$ cat config.mk
export PLATFORM = sky130hd
export DESIGN_NAME = spcg_sleep_gate
export DESIGN_NICKNAME = d
export VERILOG_FILES = /design/src/hdl/spcg_pkg.sv /design/src/hdl/spcg_gate_if.sv /design/src/hdl/spcg_gate_select.sv /design/src/hdl/spcg_sleep_gate.sv
export SDC_FILE = /design/constraint.sdc
export NUM_CORES = 1
export LEC_CHECK = 0
export BUFFER_PORTS_ARGS = -buffer_cell sky130_fd_sc_hd__buf_2
export CAP_MARGIN = 20
export CORE_AREA = 2 2 67 69
export CTS_CLUSTER_SIZE = 8
export DETAILED_ROUTE_END_ITERATION = 6
export DIE_AREA = 0 0 69 71
export GPL_ROUTABILITY_DRIVEN = 0
export PLACE_DENSITY = 0.72
export SYNTH_ARGS = -nofsm -noshare
export SYNTH_HDL_FRONTEND = slang
export SYNTH_SLANG_ARGS = --single-unit
$ cat constraint.sdc
create_clock -name clk -period 1.7 [get_ports clk]
set_clock_uncertainty 0.05 [all_clocks]
set_input_delay 0.255 -clock clk [delete_from_list [all_inputs] [get_ports clk]]
set_output_delay 0.255 -clock clk [all_outputs]
set_load 0.005 [all_outputs]
$ cat src/hdl/spcg_pkg.sv
/*
 * Constants for the sleep-mode port clock gating block.
 * Assumes a 32-bit system address map with the control block at one base.
 */
package spcg_pkg;
	localparam int SPCG_PORTS = 8;
	localparam int SPCG_DATA_W = 32;
	localparam logic [31:0] SPCG_CTRL_BASE = 32'h400fe000;
	localparam logic [31:0] SPCG_SLEEP_GATE_OFF = 32'h00000118;
	localparam logic [31:0] SPCG_EFFECTIVE_OFF = 32'h0000011c;
	localparam logic [7:0] SPCG_SLEEP_GATE_RESET = 8'h00;
	localparam logic [7:0] SPCG_CLOCK_ON_RESET = 8'h00;
	localparam int SPCG_GATE_LSB = 0;
	localparam int SPCG_GATE_MSB = 7;
	localparam logic [31:0] SPCG_READ_ZERO = 32'h00000000;
endpackage

$ cat src/hdl/spcg_gate_if.sv
/*
 * Carrier between the register top and the gate selector.
 * Assumes both ends run on the same clock.
 */
`timescale 1ns/1ps
`default_nettype none
interface spcg_gate_if;
	import spcg_pkg::*;
	logic [SPCG_PORTS-1:0] sleepGates;
	logic [SPCG_PORTS-1:0] runGates;
	logic [SPCG_PORTS-1:0] clockOn;
	logic [SPCG_PORTS-1:0] portAccess;
	logic sleepMode;
	logic autoGate;
	logic [SPCG_PORTS-1:0] clockOnNext;
	logic faultNext;
	modport top (output sleepGates, runGates, clockOn, portAccess,
		sleepMode, autoGate, input clockOnNext, faultNext);
	modport sel (input sleepGates, runGates, clockOn, portAccess,
		sleepMode, autoGate, output clockOnNext, faultNext);
endinterface
`default_nettype wire

$ cat src/hdl/spcg_gate_select.sv
/*
 * Chooses each port's next clock enable and detects accesses to gated ports.
 * Assumes the top registers the results so enables change only on clk.
 */
`timescale 1ns/1ps
`default_nettype none
module spcg_gate_select
	import spcg_pkg::*;
(
	spcg_gate_if.sel gi
);
	// ----------------------------------------
	// Enable selection and fault detect
	// ----------------------------------------
	always_comb begin
		if (gi.sleepMode && gi.autoGate) begin
			gi.clockOnNext = gi.sleepGates;
		end else begin
			gi.clockOnNext = gi.runGates;
		end
		gi.faultNext = |(gi.portAccess & ~gi.clockOn);
	end
endmodule
`default_nettype wire

$ cat src/hdl/spcg_sleep_gate.sv
/*
 * Sleep-mode port clock gating register and per-port enable outputs.
 * Assumes mode, run-mode gates, auto-gate select and port access strobes
 * come from logic on clk; enables feed glitch-free clock gates.
 */
// Our own choice: the strobed register port.
// Summary of operation
// - Bits 7..0 enable ports H..A; set clocks port, clear gates it.
// - Access to a port whose clock is gated returns a bus fault.
// - Reset clears all gating bits; every port starts unclocked.
// - Register bits 31..8 are read-only and read as zero.
// - This register steers port clocks only while in Sleep.
// - Sleep gating applies only when auto gating select is set.
// - Register decodes at offset 0x118 from base 0x400fe000.
`timescale 1ns/1ps
`default_nettype none
module spcg_sleep_gate
	import spcg_pkg::*;
(
	// Clock and reset
	input wire logic clk,
	input wire logic resetn,
	// Register port
	input wire logic [31:0] regAddr,
	input wire logic [31:0] regWdata,
	input wire logic regWrite,
	input wire logic regRead,
	output logic [31:0] regRdata,
	// Mode and run-mode gates
	input wire logic sleepMode,
	input wire logic autoSleepGatingSelect,
	input wire logic [SPCG_PORTS-1:0] runPortClockGates,
	// Port access and results
	input wire logic [SPCG_PORTS-1:0] portAccess,
	output logic [SPCG_PORTS-1:0] portClockOn,
	output logic busFault
);
	// ----------------------------------------
	// State
	// ----------------------------------------
	typedef struct packed {
		logic [SPCG_PORTS-1:0] sleepGates;
		logic [SPCG_PORTS-1:0] clockOn;
		logic fault;
		logic [31:0] rdata;
	} spcg_state_t;

	spcg_state_t state_reg;
	spcg_state_t state_next;
	logic hitSleep;
	logic hitEffective;

	spcg_gate_if gi();

	assign gi.sleepGates = state_reg.sleepGates;
	assign gi.runGates = runPortClockGates;
	assign gi.clockOn = state_reg.clockOn;
	assign gi.portAccess = portAccess;
	assign gi.sleepMode = sleepMode;
	assign gi.autoGate = autoSleepGatingSelect;

	spcg_gate_select u_select (
		.gi(gi)
	);

	// ----------------------------------------
	// Address decode
	// ----------------------------------------
	function automatic logic regHit(input logic [31:0] addr,
		input logic [31:0] off);
		return addr == SPCG_CTRL_BASE + off;
	endfunction

	assign hitSleep = regHit(regAddr, SPCG_SLEEP_GATE_OFF);
	assign hitEffective = regHit(regAddr, SPCG_EFFECTIVE_OFF);

	// ----------------------------------------
	// Next state
	// ----------------------------------------
	always_comb begin
		state_next = state_reg;
		if (regWrite && hitSleep) begin
			state_next.sleepGates =
				regWdata[SPCG_GATE_MSB:SPCG_GATE_LSB];
		end
		state_next.clockOn = gi.clockOnNext;
		state_next.fault = gi.faultNext;
		state_next.rdata = SPCG_READ_ZERO;
		if (regRead && hitSleep) begin
			state_next.rdata[SPCG_GATE_MSB:SPCG_GATE_LSB] =
				state_reg.sleepGates;
		end else if (regRead && hitEffective) begin
			state_next.rdata[SPCG_GATE_MSB:SPCG_GATE_LSB] =
				state_reg.clockOn;
		end
		if (!resetn) begin
			state_next.sleepGates = SPCG_SLEEP_GATE_RESET;
			state_next.clockOn = SPCG_CLOCK_ON_RESET;
			state_next.fault = 1'b0;
			state_next.rdata = SPCG_READ_ZERO;
		end
	end

	always_ff @(posedge clk) begin
		state_reg <= state_next;
	end

	// ----------------------------------------
	// Outputs
	// ----------------------------------------
	assign regRdata = state_reg.rdata;
	assign portClockOn = state_reg.clockOn;
	assign busFault = state_reg.fault;

	// ----------------------------------------
	// Checks
	// ----------------------------------------
	chk_reset_clear: assert property (@(posedge clk)
		!resetn |=> (state_reg.sleepGates == 8'h00 && portClockOn == 8'h00))
		else $error("gates not cleared by reset");
	chk_write_gates: assert property (@(posedge clk)
		disable iff (!resetn)
		regWrite && hitSleep
		|=> state_reg.sleepGates == $past(regWdata[7:0]))
		else $error("gate write not stored");
	chk_upper_zero: assert property (@(posedge clk)
		disable iff (!resetn)
		regRead && hitSleep |=> regRdata[31:8] == 24'h000000)
		else $error("reserved bits not zero");
	chk_decode_read: assert property (@(posedge clk)
		disable iff (!resetn)
		regRead && regAddr == 32'h400fe118
		|=> regRdata[7:0] == $past(state_reg.sleepGates))
		else $error("sleep gate register read wrong");
	chk_gated_fault: assert property (@(posedge clk)
		disable iff (!resetn)
		|(portAccess & ~portClockOn) |=> busFault)
		else $error("gated access without fault");
	chk_no_false_fault: assert property (@(posedge clk)
		disable iff (!resetn)
		busFault |-> $past(|(portAccess & ~portClockOn)))
		else $error("fault without gated access");
	chk_sleep_apply: assert property (@(posedge clk)
		disable iff (!resetn)
		sleepMode && autoSleepGatingSelect
		|=> portClockOn == $past(state_reg.sleepGates))
		else $error("sleep gates not applied");
	chk_auto_off: assert property (@(posedge clk)
		disable iff (!resetn)
		sleepMode && !autoSleepGatingSelect
		|=> portClockOn == $past(runPortClockGates))
		else $error("sleep gates used without auto select");
	chk_wake_run: assert property (@(posedge clk)
		disable iff (!resetn)
		$fell(sleepMode) |=> portClockOn == $past(runPortClockGates))
		else $error("run gates not restored on wake");

	// ----------------------------------------
	// Register and mode checks
	// ----------------------------------------
	chk_run_mode: assert property (@(posedge clk)
		disable iff (!resetn)
		!sleepMode |=> portClockOn == $past(runPortClockGates))
		else $error("run gates not used outside sleep");
	chk_fault_clear: assert property (@(posedge clk)
		disable iff (!resetn)
		!(|(portAccess & ~portClockOn)) |=> !busFault)
		else $error("fault raised on enabled access");
	chk_reset_outputs: assert property (@(posedge clk)
		!resetn |=> (!busFault && regRdata == SPCG_READ_ZERO))
		else $error("outputs not cleared by reset");
	chk_gates_hold: assert property (@(posedge clk)
		disable iff (!resetn)
		!regWrite |=> $stable(state_reg.sleepGates))
		else $error("gates changed without write");
	chk_write_other: assert property (@(posedge clk)
		disable iff (!resetn)
		regWrite && !hitSleep
		|=> state_reg.sleepGates == $past(state_reg.sleepGates))
		else $error("write to other address changed gates");
	chk_unmapped_read: assert property (@(posedge clk)
		disable iff (!resetn)
		regRead && !hitSleep && !hitEffective
		|=> regRdata == SPCG_READ_ZERO)
		else $error("unmapped read not zero");
	chk_effective_read: assert property (@(posedge clk)
		disable iff (!resetn)
		regRead && hitEffective
		|=> regRdata[7:0] == $past(portClockOn))
		else $error("effective enables read wrong");
	chk_effective_upper: assert property (@(posedge clk)
		disable iff (!resetn)
		regRead && hitEffective |=> regRdata[31:8] == 24'h000000)
		else $error("effective reserved bits not zero");
	chk_write_readback: assert property (@(posedge clk)
		disable iff (!resetn)
		(regWrite && hitSleep) ##1 (regRead && hitSleep)
		|=> regRdata[7:0] == $past(regWdata[7:0], 2))
		else $error("written gates not read back");
	chk_read_idle: assert property (@(posedge clk)
		disable iff (!resetn)
		!regRead |=> regRdata == SPCG_READ_ZERO)
		else $error("read data not zero between reads");
	chk_decode_write: assert property (@(posedge clk)
		disable iff (!resetn)
		regWrite && regAddr == 32'h400fe118
		|=> state_reg.sleepGates == $past(regWdata[7:0]))
		else $error("write at gate address not stored");

	// ----------------------------------------
	// Per-port checks
	// ----------------------------------------
	generate
		for (genvar p = 0; p < SPCG_PORTS; p++) begin : g_port
			chk_port_fault: assert property (@(posedge clk)
				disable iff (!resetn)
				portAccess[p] && !portClockOn[p] |=> busFault)
				else $error("gated port access without fault");
			chk_port_sleep: assert property (@(posedge clk)
				disable iff (!resetn)
				sleepMode && autoSleepGatingSelect
				|=> portClockOn[p] == $past(state_reg.sleepGates[p]))
				else $error("port enable ignores sleep gate");
			chk_port_run: assert property (@(posedge clk)
				disable iff (!resetn)
				!(sleepMode && autoSleepGatingSelect)
				|=> portClockOn[p] == $past(runPortClockGates[p]))
				else $error("port enable ignores run gate");
			chk_port_reset: assert property (@(posedge clk)
				!resetn |=> !portClockOn[p])
				else $error("port clock on after reset");
			chk_port_write: assert property (@(posedge clk)
				disable iff (!resetn)
				regWrite && hitSleep
				|=> state_reg.sleepGates[p] == $past(regWdata[p]))
				else $error("port gate bit not stored");
		end
	endgenerate
endmodule
`default_nettype wire

==> reports/metrics.csv <==
metric;value;unit
hold buffers post-CTS;0;
TritonCTS Buffers;3;
setup bufs post-CTS;0;
clk sinks;25;
part of the power in the clock network;31.0;%
core area;0.00420;mm^2
max incr delay on CP;690;ps
grt ovf;0;
Net Sw Frac;23.2;%
DR pass1 iterations;4;
share of post-route cells with drive strength above 1;38.7;%
Synth top area share;39.0;%
synth cell count leaders;28 x nand2_1, 25 x dfxtp_1, 24 x buf_4, 16 x mux2i_1;
CTS resizes;0;
io pins;127;
Filler cells;426;
Residual DRC;0;
sequential fraction of the synthesis area;39.0;%
Max clock buf depth;2;
Post-synth EDFFs;0;
CP delay by family, top;simple AND/OR/NAND/NOR gates;
final non-filler cell total;282;
CP Capture Type;register;
Area Growth Syn to Fin;34.0;%
Cells after DPL;278;
Max-cap violations;0;
GRT Util Overall;11.4;%
switching power;256;uW
largest net degree at the start of global routing;26;
post-synth top area cell;dfxtp_1;
internal power;849;uW
routed via count;1166;
DP HPWL;2380;um
unrepaired setup endpoints after global routing;no;
CTS tree;done;
outcome;completed;
asr flop ratio synth;0;%
met2 Use GR;18.8;%
row count;24;
Flop pwr share;54.7;%
final setup fails;0;
DIE HEIGHT;71;um
critical-path cell list;buf_2 -> nand4b_1 -> or4_4 -> or4_1 -> nor2_1;
crit-path max FO;8;
met1 GRT Util;13.4;%
IO buf count;78;
top post-synthesis cells by area;dfxtp_1 39%, buf_4 14%, mux2i_1 12%;
Clock transition at path regs;80;ps
DR iter-0 viols;81;
Clock Latency Late Sink;270;ps
Routed WL per cell;10.0;um
cell with the most instances after synthesis;nand2_1;
Hold Crit Class;primary input to register;
Routed Wire Length;2830;um
#FFs+latches synth;25;
number of max-slew violations in the final report;0;
final hold slack;174;ps
gr busiest metal;met2;
Avg Vias per Cell;4.13;
clk root buf;clkbuf_8;
Routed Antenna Nets;0;
first-pass GRT wire length;4620;um
combinational cell fraction of total power;14.4;%
Syn Area/Cell;8.55;um^2
endpoints failing hold;0;
die area;0.00490;mm^2
Synth Warn #;0;
Critical Setup Path Class;primary input to register;
Top FF cell, synth;dfxtp_1;
Starting Density;30.5;%
met3 Usage GRT;3.56;%
H-tree levels;1;
Mapped Cells;150;
vias in the first global route;1052;
VDD IR max;0.230;mV
synth unique cells;24;
Final period util;94.4;%
CP max stage cell;or4_1;
power density over cell area;643;mW/mm^2
initial antenna violation count;0;
n_diodes;0;
leakage;0.875;nW
nature of the critical path startpoint;primary input;
Final nets;317;
fmax;0.623;GHz
Die Wd;69;um
CP arrival;1760;ps
post-layout min period;1600;ps
Critical Path RT;1860;ps
Syn Std Cell Area;0.00128;mm^2
CP bufs+invs;1;
worst register-to-register path, stage by stage, from the launching register on:
cell	delay, ps
dfxtp_1	360
o22ai_1	90
o41a_1	410
metrics by stage:
| stage | worst slack, ps | TNS, ps | power [mW] | instance area, um^2 | util [%] |
|---|---|---|---|---|---|
| 2_1_floorplan | -0.615 | -4.92 | 0.728 | 1370 | - |
| 3_3_place_gp | -188 | -1730 | 0.774 | 1670 | 39.8 |
| 3_5_place_dp | -194 | -1740 | 0.777 | 1670 | 39.8 |
| 4_1_cts | 89.7 | 0 | 1.12 | 1720 | 40.9 |
| 5_1_grt | 26.0 | 0 | 1.16 | 1720 | 40.9 |
| 6_report | 95.9 | 0 | 1.10 | 1720 | 40.9 |
per-layer routing:
metal | share of wire, % | vias to the layer above | wire (um)
met5 | 0 | - | 0
li1 | - | 611 | -
met2 | 48 | 49 | 1360
met4 | 2.0 | 0 | 57
met3 | 9.3 | 6 | 264
met1 | 41 | 500 | 1150
state kept, by name (all words and copies together), names as in the netlist:
| register | cells |
|---|---|
| regRdata | 8 |
| gi.sleepGates | 8 |
| portClockOn | 8 |
| busFault | 1 |
power groups by stage:
stage	clock [mW]	sequential, mW	combinational (mW)
floorplan	0	0.619	0.109
global placement	0	0.618	0.156
detailed placement	0	0.618	0.159
CTS	0.355	0.604	0.159
global route	0.371	0.607	0.178
finish	0.342	0.604	0.159
logic make-up after synthesis:
group           after synthesis  synth area share [%]
mux                          16                  12.5
compound gates               13                  7.51
other cells                   1                 0.292
buf+inv                      39                  18.5
simple gates                 56                  22.1
flops                        25                  39.0
cell type report:
cell class,instances,area [um^2],share of cell area [%]
Multi-Input combinational cell,109,631,36.7
Sequential cell,25,500,29.1
Clock buffer,4,45.0,2.62
Timing Repair Buffer,84,448,26.1
Inverter,8,30.0,1.75
Tap cell,52,65.1,3.78
placed cells by master (no fill, tap or decap):
master     n
a21boi_0   8
and4b_1    1
buf_12     1
buf_2     78
buf_4      5
clkbuf_1   1
clkbuf_8   3
conb_1    24
dfxtp_1   25
inv_1      8
mux2i_1   16
nand2_1   28
nand2b_1   1
nand3_1    8
nand4_1    1
nand4b_1   1
nor2_1     8
nor3_1     1
nor4_1     1
nor4_4     1
nor4b_1    3
o22ai_1    4
o41a_1     1
or4_1      1
or4_4      1
worst paths after layout:
| path | start | end | slack [ps] | cells past startpoint |
|---|---|---|---|---|
| max | regAddr[12] | regRdata[3] | 100 | 5 |
| min reg2reg | gi.sleepGates[3] | gi.sleepGates[3] | 430 | 2 |
| max reg2reg | portClockOn[3] | busFault | 680 | 2 |
| min | regWdata[3] | gi.sleepGates[3] | 170 | 3 |
(Power assumes the default switching activity.)
